==> config.mk <==
export PLATFORM = sky130hd
export DESIGN_NAME = agc_decision
export DESIGN_NICKNAME = d
export VERILOG_FILES = /design/src/core/agc_pkg.sv /design/src/core/agc_halfband_det.sv /design/src/core/agc_decision.sv
export SDC_FILE = /design/constraint.sdc
export NUM_CORES = 2
export LEC_CHECK = 0
export ABC_AREA = 1
export BUFFER_PORTS_ARGS = -buffer_cell sky130_fd_sc_hd__buf_2
export CAP_MARGIN = 10
export CORE_MARGIN = 4
export CORE_UTILIZATION = 55
export CTS_CLUSTER_SIZE = 30
export DETAILED_ROUTE_END_ITERATION = 10
export PLACE_DENSITY = 0.72
export SETUP_SLACK_MARGIN = 0.1
export SLEW_MARGIN = 20
export SYNTH_ARGS = -nofsm -noshare
export SYNTH_HDL_FRONTEND = slang
export SYNTH_HIERARCHICAL = 1
export SYNTH_SLANG_ARGS = --single-unit
==> constraint.sdc <==
create_clock -name clock -period 58.6 [get_ports clock]
set_input_delay 8.79 -clock clock [delete_from_list [all_inputs] [get_ports clock]]
set_output_delay 8.79 -clock clock [all_outputs]
set_load 0.01 [all_outputs]
==> src/core/agc_pkg.sv <==
// package: register map, reset values and carriers of the agc decision
package agc_pkg;

// ==========================================================================
// register word indices, byte address = 4 * index
localparam logic [5:0] IDX_CTRL   = 6'h00;
localparam logic [5:0] IDX_PERIOD = 6'h01;
localparam logic [5:0] IDX_TDD    = 6'h02;
localparam logic [5:0] IDX_PWR    = 6'h03;
localparam logic [5:0] IDX_PEAK   = 6'h04;
localparam logic [5:0] IDX_STEP   = 6'h05;
localparam logic [5:0] IDX_HWIN   = 6'h06;
localparam logic [5:0] IDX_HLVA   = 6'h07;
localparam logic [5:0] IDX_HLVB   = 6'h08;
localparam logic [5:0] IDX_HCNT   = 6'h09;
localparam logic [5:0] IDX_RECOV  = 6'h0a;
localparam logic [5:0] IDX_PINSEL = 6'h0b;
localparam logic [5:0] IDX_GAIN   = 6'h0c;
localparam logic [5:0] IDX_STATUS = 6'h0d;
localparam logic [5:0] NREG       = 6'h0d;

// ==========================================================================
// reset values
localparam logic [31:0] RST_CTRL   = 32'h0000_0005;
localparam logic [31:0] RST_PERIOD = 32'h0000_2d00;
localparam logic [31:0] RST_TDD    = 32'h0000_0000;
localparam logic [31:0] RST_PWR    = 32'h0004_2007;
localparam logic [31:0] RST_PEAK   = 32'h0603_054c;
localparam logic [31:0] RST_STEP   = 32'h0c41_0802;
localparam logic [31:0] RST_HWIN   = 32'h0000_0009;
localparam logic [31:0] RST_HLVA   = 32'h0cbd_16c2;
localparam logic [31:0] RST_HLVB   = 32'h0729_e026;
localparam logic [31:0] RST_HCNT   = 32'h0303_0306;
localparam logic [31:0] RST_RECOV  = 32'h0102_0032;
localparam logic [31:0] RST_PINSEL = 32'h0000_0000;
localparam logic [31:0] RST_GAIN   = 32'h0000_ffbb;
localparam logic [7:0]  GAIN_START = 8'hff;
localparam logic [12:0][31:0] RST_REGS = {RST_GAIN, RST_PINSEL, RST_RECOV,
    RST_HCNT, RST_HLVB, RST_HLVA, RST_HWIN, RST_STEP, RST_PEAK, RST_PWR,
    RST_TDD, RST_PERIOD, RST_CTRL};

// ==========================================================================
// register layouts
typedef struct packed {
    logic [25:0] rsv;
    logic        tddOn;
    logic        blockInc;
    logic        halfMeasure;
    logic        halfOn;
    logic        fastOn;
    logic        peakMode;
} agc_ctrl_t;

typedef struct packed {
    logic [10:0] rsv;
    logic [4:0]  largeStep;
    logic [4:0]  smallStep;
    logic [3:0]  outerOffset;
    logic [6:0]  stableLevel;
} agc_pwr_t;

typedef struct packed {
    logic [7:0] upperCount;
    logic [7:0] lowerCount;
    logic [3:0] rsv;
    logic [5:0] upperLevel;
    logic [5:0] lowerLevel;
} agc_peak_t;

typedef struct packed {
    logic [1:0] rsv;
    logic [4:0] halfLowStep;
    logic [4:0] halfMidStep;
    logic [4:0] halfTopStep;
    logic [4:0] halfAttack;
    logic [4:0] pkRecovery;
    logic [4:0] pkAttack;
} agc_step_t;

typedef struct packed {
    logic [24:0] rsv;
    logic [3:0]  sampleCount;
    logic [2:0]  windowCycles;
} agc_hwin_t;

typedef struct packed {
    logic [3:0]  rsv;
    logic [13:0] hiPart;
    logic [13:0] loPart;
} agc_hlv_t;

typedef struct packed {
    logic [7:0] lowCount;
    logic [7:0] midCount;
    logic [7:0] topCount;
    logic [7:0] upperCount;
} agc_hcnt_t;

typedef struct packed {
    logic [3:0]  rsv;
    logic [5:0]  topMult;
    logic [5:0]  midMult;
    logic [15:0] baseInterval;
} agc_recov_t;

typedef struct packed {
    logic [19:0] rsv;
    logic [3:0]  upperPair;
    logic [3:0]  lowerPair;
    logic [3:0]  innerPair;
} agc_pinsel_t;

typedef struct packed {
    logic [15:0] rsv;
    logic [7:0]  maxIdx;
    logic [7:0]  minIdx;
} agc_gain_t;

// ==========================================================================
// carriers
typedef struct packed {
    logic        psel;
    logic        penable;
    logic        pwrite;
    logic [7:0]  paddr;
    logic [31:0] pwdata;
} agc_apb_req_t;

typedef struct packed {
    logic               valid;
    logic signed [15:0] i;
    logic signed [15:0] q;
} agc_iq_t;

typedef struct packed {
    logic [15:0] out;
    logic [15:0] oe;
} agc_pins_t;

endpackage

==> src/core/agc_halfband_det.sv <==
// halfband overload detector: per-window sample counting on four levels
`timescale 1ns/10ps
module agc_halfband_det (
    input  wire logic             clock,     // agc clock
    input  wire logic             rst,       // async reset, high
    input  wire logic             clear,     // restart detector
    input  wire agc_pkg::agc_iq_t iq,        // halfband output samples
    input  wire logic             measSel,   // 1 power, 0 peak magnitude
    input  wire logic [2:0]       window,    // window length minus one
    input  wire logic [3:0]       needCount, // samples for one overload
    input  wire logic [3:0][13:0] levels,    // upper, top, mid, low
    output logic      [3:0]       overload   // one-cycle overload pulses
);

typedef struct packed {
    logic [2:0]      win;
    logic [3:0][3:0] hits;
    logic [3:0]      ovl;
} agc_hb_st_t;

agc_hb_st_t  q;
agc_hb_st_t  d;
logic [31:0] sq;
logic [15:0] ai;
logic [15:0] aq;
logic [13:0] mag;

always_comb begin
    d = q;
    d.ovl = 4'h0;
    ai = iq.i[15] ? 16'(-iq.i) : iq.i;
    aq = iq.q[15] ? 16'(-iq.q) : iq.q;
    sq = iq.i * iq.i + iq.q * iq.q;
    mag = measSel ? sq[31:18] : ((ai > aq) ? ai[15:2] : aq[15:2]);
    if (clear) begin
        d.win = 3'h0;
        d.hits = '0;
    end else if (iq.valid) begin
        for (int k = 0; k < 4; k++) begin
            if (mag > levels[k] && q.hits[k] != 4'hf) begin
                d.hits[k] = q.hits[k] + 4'h1;
            end
        end
        if (q.win == window) begin
            for (int k = 0; k < 4; k++) begin
                d.ovl[k] = d.hits[k] >= needCount;
            end
            d.hits = '0;
            d.win = 3'h0;
        end else begin
            d.win = q.win + 3'h1;
        end
    end
end

always_ff @(posedge clock or posedge rst) begin
    if (rst) begin
        q <= '0;
    end else begin
        q <= d;
    end
end

assign overload = q.ovl;
endmodule

==> src/core/agc_decision.sv <==
// receive agc decision: power, analog peak and halfband detector paths
`timescale 1ns/10ps
module agc_decision (
    input  wire logic                  clock,          // agc clock 25 MHz
    input  wire logic                  rst,            // async reset, high
    input  wire agc_pkg::agc_apb_req_t apbReq,         // apb request
    output logic [31:0]                prdata,         // apb read data
    output logic                       pready,         // apb ready
    output logic                       pslverr,        // apb error
    input  wire logic                  rxEnable,       // receiver enable pin
    input  wire logic                  peakUpperHit,   // upper crossing pin
    input  wire logic                  peakLowerHit,   // lower crossing pin
    input  wire agc_pkg::agc_iq_t      iq,             // halfband samples
    input  wire logic                  powerValid,     // power result strobe
    input  wire logic [6:0]            powerLevel,     // power, -dB
    input  wire logic [4:0]            powerUnderStep, // power raise request
    output logic [5:0]                 peakUpperLevel, // analog upper level
    output logic [5:0]                 peakLowerLevel, // analog lower level
    output logic                       powerWindow,    // power window open
    output logic [7:0]                 gainIndex,      // gain index pointer
    output logic                       gainChange,     // gain changed pulse
    output agc_pkg::agc_pins_t         gpioPins        // status pin drive
);

// ==========================================================================
// state
typedef struct packed {
    logic [12:0][31:0] regs;
    logic [31:0]       rdata;
    logic [2:0][2:0]   sync;
    logic [2:0]        filt;
    logic [21:0]       period;
    logic [15:0]       tddCnt;
    logic              tddWait;
    logic              win;
    logic [6:0]        power;
    logic              havePwr;
    logic [5:0][7:0]   cnt;
    logic [29:0]       recTmr;
    logic [7:0]        gain;
    logic              gainChg;
    logic [15:0]       gOut;
    logic [15:0]       gOe;
} agc_dec_st_t;

localparam agc_dec_st_t ST_RST = '{regs: agc_pkg::RST_REGS,
    gain: agc_pkg::GAIN_START, default: '0};

agc_dec_st_t          q;
agc_dec_st_t          d;
agc_pkg::agc_ctrl_t   ctl;
agc_pkg::agc_pwr_t    pwr;
agc_pkg::agc_peak_t   pk;
agc_pkg::agc_step_t   stp;
agc_pkg::agc_hwin_t   hwin;
agc_pkg::agc_hlv_t    hlvA;
agc_pkg::agc_hlv_t    hlvB;
agc_pkg::agc_hcnt_t   hcnt;
agc_pkg::agc_recov_t  rec;
agc_pkg::agc_pinsel_t psel;
agc_pkg::agc_gain_t   gcfg;
logic [3:0]           ovl;
logic [2:0]           rise;
logic [5:0]           hits;
logic [5:0]           flags;
logic [5:0][7:0]      need;
logic                 expire;
logic                 inner;
logic                 outer;
logic                 fast;
logic                 atk;
logic                 up;
logic [4:0]           step;
logic [29:0]          lowInt;
logic [29:0]          midInt;
logic [29:0]          topInt;
logic [5:0]           aIdx;
logic                 aAligned;
logic                 mapped;
logic [31:0]          status;
logic [31:0]          rd;
logic [31:0]          pg;

assign ctl  = q.regs[agc_pkg::IDX_CTRL];
assign pwr  = q.regs[agc_pkg::IDX_PWR];
assign pk   = q.regs[agc_pkg::IDX_PEAK];
assign stp  = q.regs[agc_pkg::IDX_STEP];
assign hwin = q.regs[agc_pkg::IDX_HWIN];
assign hlvA = q.regs[agc_pkg::IDX_HLVA];
assign hlvB = q.regs[agc_pkg::IDX_HLVB];
assign hcnt = q.regs[agc_pkg::IDX_HCNT];
assign rec  = q.regs[agc_pkg::IDX_RECOV];
assign psel = q.regs[agc_pkg::IDX_PINSEL];
assign gcfg = q.regs[agc_pkg::IDX_GAIN];

// ==========================================================================
// helpers
function automatic logic [7:0] satInc(logic [7:0] c, logic h);
    return (h && c != 8'hff) ? c + 8'h01 : c;
endfunction

function automatic logic [29:0] scaleInt(logic [5:0] m, logic [29:0] b);
    return (30'(m) + 30'h1) * b;
endfunction

function automatic logic [31:0] pinPair(logic [3:0] sel, logic lo,
                                        logic hi);
    logic [3:0] b;
    b = sel + 4'h5;
    if (sel == 4'h0 || sel > 4'h9) begin
        return 32'h0;
    end
    return {16'h0003 << b, 16'({hi, lo}) << b};
endfunction

function automatic logic [7:0] stepGain(logic [7:0] g, logic [4:0] s,
                                        logic upw, logic [7:0] lo,
                                        logic [7:0] hi);
    logic [8:0] t;
    t = upw ? {1'b0, g} + {4'h0, s} : {1'b0, g} - {4'h0, s};
    if (!upw && (t[8] || t[7:0] < lo)) begin
        return lo;
    end else if (upw && t > {1'b0, hi}) begin
        return hi;
    end
    return t[7:0];
endfunction

// ==========================================================================
// halfband detector
agc_halfband_det u_half (
    .clock     (clock),
    .rst       (rst),
    .clear     (expire || !q.filt[0] || !ctl.halfOn),
    .iq        (iq),
    .measSel   (ctl.halfMeasure),
    .window    (hwin.windowCycles),
    .needCount (hwin.sampleCount),
    .levels    ({hlvA.loPart, hlvB.loPart, hlvB.hiPart, hlvA.hiPart}),
    .overload  (ovl)
);

// ==========================================================================
// detector evaluation and decision
assign expire = q.filt[0] && q.period == 22'h0;
assign need = {hcnt.lowCount, hcnt.midCount, hcnt.topCount,
               hcnt.upperCount, pk.lowerCount, pk.upperCount};
assign inner = q.havePwr && q.power < pwr.stableLevel;
assign outer = q.havePwr &&
               {1'b0, q.power} + {4'h0, pwr.outerOffset} <
               {1'b0, pwr.stableLevel};
assign fast = ctl.fastOn && ctl.peakMode && ctl.halfOn;
assign lowInt = {14'h0, rec.baseInterval};
assign midInt = scaleInt(rec.midMult, lowInt);
assign topInt = scaleInt(rec.topMult, midInt);

always_comb begin
    for (int k = 0; k < 6; k++) begin
        flags[k] = q.cnt[k] >= need[k];
    end
    atk = 1'b0;
    up = 1'b0;
    step = 5'h0;
    if (flags[0]) begin
        atk = 1'b1;
        step = stp.pkAttack;
    end else if (ctl.halfOn && flags[2]) begin
        atk = 1'b1;
        step = stp.halfAttack;
    end else if (!ctl.peakMode && outer) begin
        atk = 1'b1;
        step = pwr.largeStep;
    end else if (!ctl.peakMode && inner) begin
        atk = 1'b1;
        step = pwr.smallStep;
    end else if (fast) begin
        if (!flags[5] && q.recTmr >= lowInt) begin
            up = 1'b1;
            step = stp.halfLowStep;
        end else if (!flags[4] && q.recTmr >= midInt) begin
            up = 1'b1;
            step = stp.halfMidStep;
        end else if (!flags[3] && q.recTmr >= topInt) begin
            up = 1'b1;
            step = stp.halfTopStep;
        end
    end else if (ctl.peakMode) begin
        if (ctl.halfOn && !flags[3]) begin
            up = 1'b1;
            step = stp.halfTopStep;
        end else if (!flags[1]) begin
            up = 1'b1;
            step = stp.pkRecovery;
        end
    end else if (!(ctl.blockInc &&
                   (flags[1] || (ctl.halfOn && flags[3])))) begin
        up = 1'b1;
        step = powerUnderStep;
    end
end

// ==========================================================================
// status pins and register read
assign pg = pinPair(psel.innerPair, inner, outer)
          | pinPair(psel.lowerPair, flags[1], flags[3])
          | pinPair(psel.upperPair, flags[0], flags[2]);

assign status = {14'h0, flags, inner, outer, q.win, q.filt[0], q.gain};
assign aIdx = apbReq.paddr[7:2];
assign aAligned = apbReq.paddr[1:0] == 2'b00;
assign mapped = aAligned && aIdx <= agc_pkg::IDX_STATUS;

always_comb begin
    if (!aAligned) begin
        rd = 32'h0;
    end else if (aIdx < agc_pkg::NREG) begin
        rd = q.regs[aIdx[3:0]];
    end else if (aIdx == agc_pkg::IDX_STATUS) begin
        rd = status;
    end else begin
        rd = 32'h0;
    end
end

// ==========================================================================
// next state
always_comb begin
    d = q;
    d.gainChg = 1'b0;
    d.sync = {q.sync[1:0], {peakLowerHit, peakUpperHit, rxEnable}};
    for (int k = 0; k < 3; k++) begin
        if (q.sync[1][k] == q.sync[2][k]) begin
            d.filt[k] = q.sync[2][k];
        end
    end
    rise = d.filt & ~q.filt;
    hits = {ovl & {4{ctl.halfOn}}, rise[2:1]};
    for (int k = 0; k < 6; k++) begin
        d.cnt[k] = satInc(q.cnt[k], hits[k]);
    end
    if (q.recTmr != 30'h3fff_ffff) begin
        d.recTmr = q.recTmr + 30'h1;
    end
    if (q.period != 22'h0) begin
        d.period = q.period - 22'h1;
    end
    // tdd power window
    if (!ctl.tddOn) begin
        d.win = q.filt[0];
    end else if (q.tddWait) begin
        if (q.tddCnt == 16'h0) begin
            d.tddWait = 1'b0;
            d.win = 1'b1;
            d.tddCnt = q.regs[agc_pkg::IDX_TDD][31:16];
        end else begin
            d.tddCnt = q.tddCnt - 16'h1;
        end
    end else if (q.win && q.tddCnt != 16'h0) begin
        d.tddCnt = q.tddCnt - 16'h1;
        if (q.tddCnt == 16'h1) begin
            d.win = 1'b0;
        end
    end
    if (q.win && powerValid) begin
        d.power = powerLevel;
        d.havePwr = 1'b1;
    end
    if (expire) begin
        d.period = q.regs[agc_pkg::IDX_PERIOD][21:0];
        d.cnt = '0;
        d.havePwr = 1'b0;
        if (ctl.tddOn && !q.tddWait && q.tddCnt == 16'h0) begin
            d.win = 1'b0;
        end
        if (atk || up) begin
            d.gain = stepGain(q.gain, step, up, gcfg.minIdx, gcfg.maxIdx);
            d.gainChg = d.gain != q.gain;
        end
        if (d.gainChg) begin
            d.recTmr = 30'h0;
        end
    end
    if (rise[0]) begin
        d.period = q.regs[agc_pkg::IDX_PERIOD][21:0];
        d.cnt = '0;
        d.tddWait = ctl.tddOn;
        d.tddCnt = q.regs[agc_pkg::IDX_TDD][15:0];
        d.win = 1'b0;
        d.recTmr = 30'h0;
    end
    if (!d.filt[0]) begin
        d.cnt = '0;
        d.win = 1'b0;
        d.tddWait = 1'b0;
        d.havePwr = 1'b0;
    end
    d.gOut = pg[15:0];
    d.gOe = pg[31:16];
    if (apbReq.psel && !apbReq.penable) begin
        d.rdata = rd;
    end
    if (apbReq.psel && apbReq.penable && apbReq.pwrite && aAligned &&
        aIdx < agc_pkg::NREG) begin
        d.regs[aIdx[3:0]] = apbReq.pwdata;
    end
end

always_ff @(posedge clock or posedge rst) begin
    if (rst) begin
        q <= ST_RST;
    end else begin
        q <= d;
    end
end

// ==========================================================================
// outputs
assign prdata = q.rdata;
assign pready = apbReq.psel && apbReq.penable;
assign pslverr = pready && !mapped;
assign peakUpperLevel = pk.upperLevel;
assign peakLowerLevel = pk.lowerLevel;
assign powerWindow = q.win;
assign gainIndex = q.gain;
assign gainChange = q.gainChg;
assign gpioPins = '{out: q.gOut, oe: q.gOe};
endmodule

==> results.txt <==
STA classifies the critical path startpoint as an input port. The fraction of final layout cells sized beyond drive strength 1 is 7.62%. The final layout net count came out at 9354.

After detailed routing, the total wire length is 201000 um. The headroom to the max-slew limit is a little under a fifth. The number of instances on the worst hold path is 0. The flop and latch count out of synthesis is 650.

The worst register-to-register path begins at rec[16]. TritonCTS built the clock tree. The type of the tightest min-delay check is reg -> reg. The count of final hold-check violations came to 0. The maximum net fanout on the critical path is 12.

During I/O placement, the number of pins put on the boundary was 182. After clock tree synthesis, the flow added hold-fix buffers numbering 0. The setup TNS after final layout came out at 0 ns. The root cell of the clock tree is clkbuf_16. The clock transition at the registers of the reported paths is approximately 0.060 ns.

The depth of the CTS H-tree came out at 3. Setup repair after global routing left no endpoint under its margin. The clock tree buffer depth is 3. Tracing the worst setup path back leads to its startpoint at apbReq[36]. The violation count after the first detailed-route iteration is 5279.

Counting flops with a built-in enable in the synthesized netlist gives 0. The register-to-register setup slack came out at between 40 and 50 ns. Of the total synthesized cell area, the portion taken by full adders, half adders and majority gates is 31.2%.

The wire length on met1 came out at 81500 um. In this run the standard cell core region covers about 120000 um2. The first global-routing pass estimated 314000 um of wire.

Counting every instance in the synthesized netlist gives just over 8000. The width of the die is 353 um. The clock sink count is 650. The number of gates given a new drive strength after cts is 0. The net count after synthesis came out at 9430. At the worst endpoint, the arrival time is 10.87 ns.

The overall overflow remaining after global route came out at 0. The number of iterations in the first detailed-routing pass is 9. The fmax is 50.9 MHz. The per-instance average area after synthesis came out at a little over 8 um2. The number of antenna violations at the first check in global routing is 5.

The floorplan step set the die height to 353 um. The worst-case reg-to-reg path depth came out at 83. After detailed routing, the met2 layer carries ~90000 um of wire. The all-layer global routing usage came out at between 30% and 40%. Input and output buffers added on the ports amount to about 180. The run finished with clean final reports. The endpoint of the most critical register-to-register path is q[56].

The global placer's final weighted congestion is 0.993. The count of unresolved DRC violations after routing came out at 0. The smallest clock period supported by the final layout is computed as 19.66 ns. The maximum number of pins on one net before global-route repair came out at 176. The wire length per cell came out at approximately 21 um. The share of synthesized area spent on multiplexers is 0.0859%. The worst hold path begins at d[175]. The number of setup violations in the final report came out at 0. The count of cell types in the netlist came out at 76. The capturing element type of the critical path is a primary output. The effective utilization at floorplan came out at 55.4%. Summing the sequential cell areas from Yosys gives between 20 and 25% of the chip area.

The detail-routed via count per cell came out at ~5.7. The most used flip-flop cell after synthesis is dfrtp_1. The compound-gate portion of the synthesized area came out at 12.6%. The final hold slack came out at 0.351 ns. The actual slew at the worst max-slew pin is 1.21 ns. Fill cells in the final layout number 10708.

For the worst setup path, the data required time is roughly 50 ns. The layout overhead on the synthesized area came out at 5.77%. The initialized floorplan defines between 100 and 150 standard-cell rows. Across the run, the number of max-cap violations was 0.

The total met3 wirelength after detailed routing came out at between 15000 and 20000 um. The final cycle utilization of the critical path came out at 33.5%. The die area is 125000 um2. The via total after detailed routing is 55198.

The clock arrives with 0.0317 ns of skew. In the synthesized netlist the async set-or-reset flop fraction comes to 100%. The via count of the first global-routing pass came out at 55298. The detailed router used layers up to and including met5. In this run the cell area of the synthesized design comes to 65600 um2.

The count of nets left with antenna violations after detail routing is 0. In this run, CTS created clock tree buffers numbering 69. The critical path in this run is classified as in -> out. The insertion delay to the later sink of the worst-skew pair is approximately 0.63 ns. In this run the worst setup path terminates at pslverr. By area, the combinational part of the netlist is dominated by adder cells.

The xor and xnor fraction of the mapped netlist area came out at 2.25%. Yosys printed 6 warnings. Summing the areas of all and, or, nand and nor instances in the mapped netlist gives 16.9% of the synthesized area.

The wire-length estimate of the detail-placed layout is 155000 um. Post-CTS timing repair inserted 0 buffers for setup. The number of pins exceeding their max-slew limit in the final report was 0.
per-layer routing:
| metal | global-route usage (%) | vias to the layer above |
|---|---|---|
| li1 | - | 25264 |
| met1 | 43.1 | 27009 |
| met2 | 50.9 | 2420 |
| met3 | 6.12 | 503 |
| met4 | 14.7 | 2 |
| met5 | 0 | - |
final cells by class:
| class | instances | area, um2 | share of cell area, % |
|---|---|---|---|
| Multi-Input combinational cell | 5492 | 41400 | 59.7 |
| Sequential cell | 650 | 16400 | 23.6 |
| Inverter | 1600 | 6010 | 8.67 |
| Clock buffer | 102 | 2030 | 2.93 |
| Tap cell | 1536 | 1920 | 2.77 |
| Timing Repair Buffer | 230 | 1300 | 1.88 |
| Clock inverter | 24 | 289 | 0.417 |
| Antenna cell | 3 | 7.51 | 0.0108 |
cells in the final DEF, fill, tap and decap left out, drive strengths merged, types with 107 or more instances in the layout:
| cell | instances |
|---|---|
| nand3 | 200 |
| a21oi | 342 |
| nand2 | 1748 |
| nor2 | 526 |
| buf | 230 |
| ha | 526 |
| dfrtp | 561 |
| o21ai | 704 |
| a22oi | 107 |
| fa | 691 |
| xor2 | 111 |
| inv | 1590 |
synth_stat cells, types with 13 or more instances:
cell type | number | area share [%]
a21oi_1 | 307 | 2.3
nor2_1 | 511 | 2.9
a21o_1 | 18 | 0.21
or2_2 | 18 | 0.17
inv_1 | 1558 | 8.9
clkbuf_1 | 236 | 1.4
o221ai_1 | 22 | 0.29
a21oi_2 | 35 | 0.47
nand4_1 | 46 | 0.44
nor4_1 | 17 | 0.16
nand2_2 | 25 | 0.24
dfstp_2 | 89 | 3.6
buf_2 | 22 | 0.17
nor3_1 | 76 | 0.58
o21ai_0 | 686 | 5.2
a221oi_1 | 13 | 0.17
dfrtp_1 | 561 | 21
buf_1 | 16 | 0.092
a22oi_1 | 107 | 1.2
fa_1 | 691 | 21
ha_1 | 526 | 10
nand3b_1 | 13 | 0.15
nand2_1 | 1715 | 9.8
o21bai_1 | 16 | 0.18
o22ai_1 | 65 | 0.62
buf_4 | 96 | 1.1
o21ai_1 | 14 | 0.11
o211ai_1 | 35 | 0.40
inv_2 | 30 | 0.17
a31oi_1 | 14 | 0.13
xor2_1 | 109 | 1.5
a2111oi_0 | 14 | 0.19
nand3_1 | 185 | 1.4
xnor2_1 | 56 | 0.75
registers in the layout, indices dropped and copies added (netlist names):
name / flops
gpioPins: 32
gainIndex: 8
gainChange: 1
u_half/overload: 4
q: 195
gcfg: 32
hlvB: 32
prdata: 32
d: 6
pwr: 32
stp: 32
hwin: 32
powerWindow: 1
hcnt: 32
psel: 32
pk: 32
ctl: 32
rec: 32
u_half/q: 19
hlvA: 32
stage by stage:
stage | instance area (um2) | std cells | worst slack, ns | utilization, %
finish | 69300 | 9637 | 38.94 | 58.6
global route | 69300 | 9635 | 38.81 | 58.6
CTS | 69300 | 9634 | 39.00 | 58.6
detailed placement | 67000 | 9508 | 39.00 | 56.7
global placement | 67000 | 9508 | 39.17 | 56.7
floorplan | 65600 | 8119 | 32.40 | -
logic make-up (layout without fill, tap and decap cells):
kind of cell,count (synthesis),count (layout)
DFF,650,650
other,0,3
and+or+nand+nor,2674,2674
AOI/OAI and AO/OA,1427,1427
xor gates and xnor gates,167,167
adders and majority gates,1219,1219
buffers and inverters,1977,1956
muxes,5,5
how the worst min path moves through the flow:
stage             end  slack (ns)
2_1_floorplan  d[176]        0.33
3_3_place_gp   d[178]        0.34
3_5_place_dp   d[178]        0.34
4_1_cts        d[178]        0.35
5_1_grt        d[178]        0.36
6_report       d[178]        0.35
worst max-delay path, cell delays in order:
cell	delay (ns)
buf_2	0.12
nand2_1	0.15
clkinv_1	0.34
a21oi_1	0.63
inv_1	0.41
nand2_1	0.21
a21oi_1	0.07
buf_2	0.14
Power is left out: the tool's default activity adds up to more than one toggle a clock period on the data nets, which glitch-free logic cannot reach.
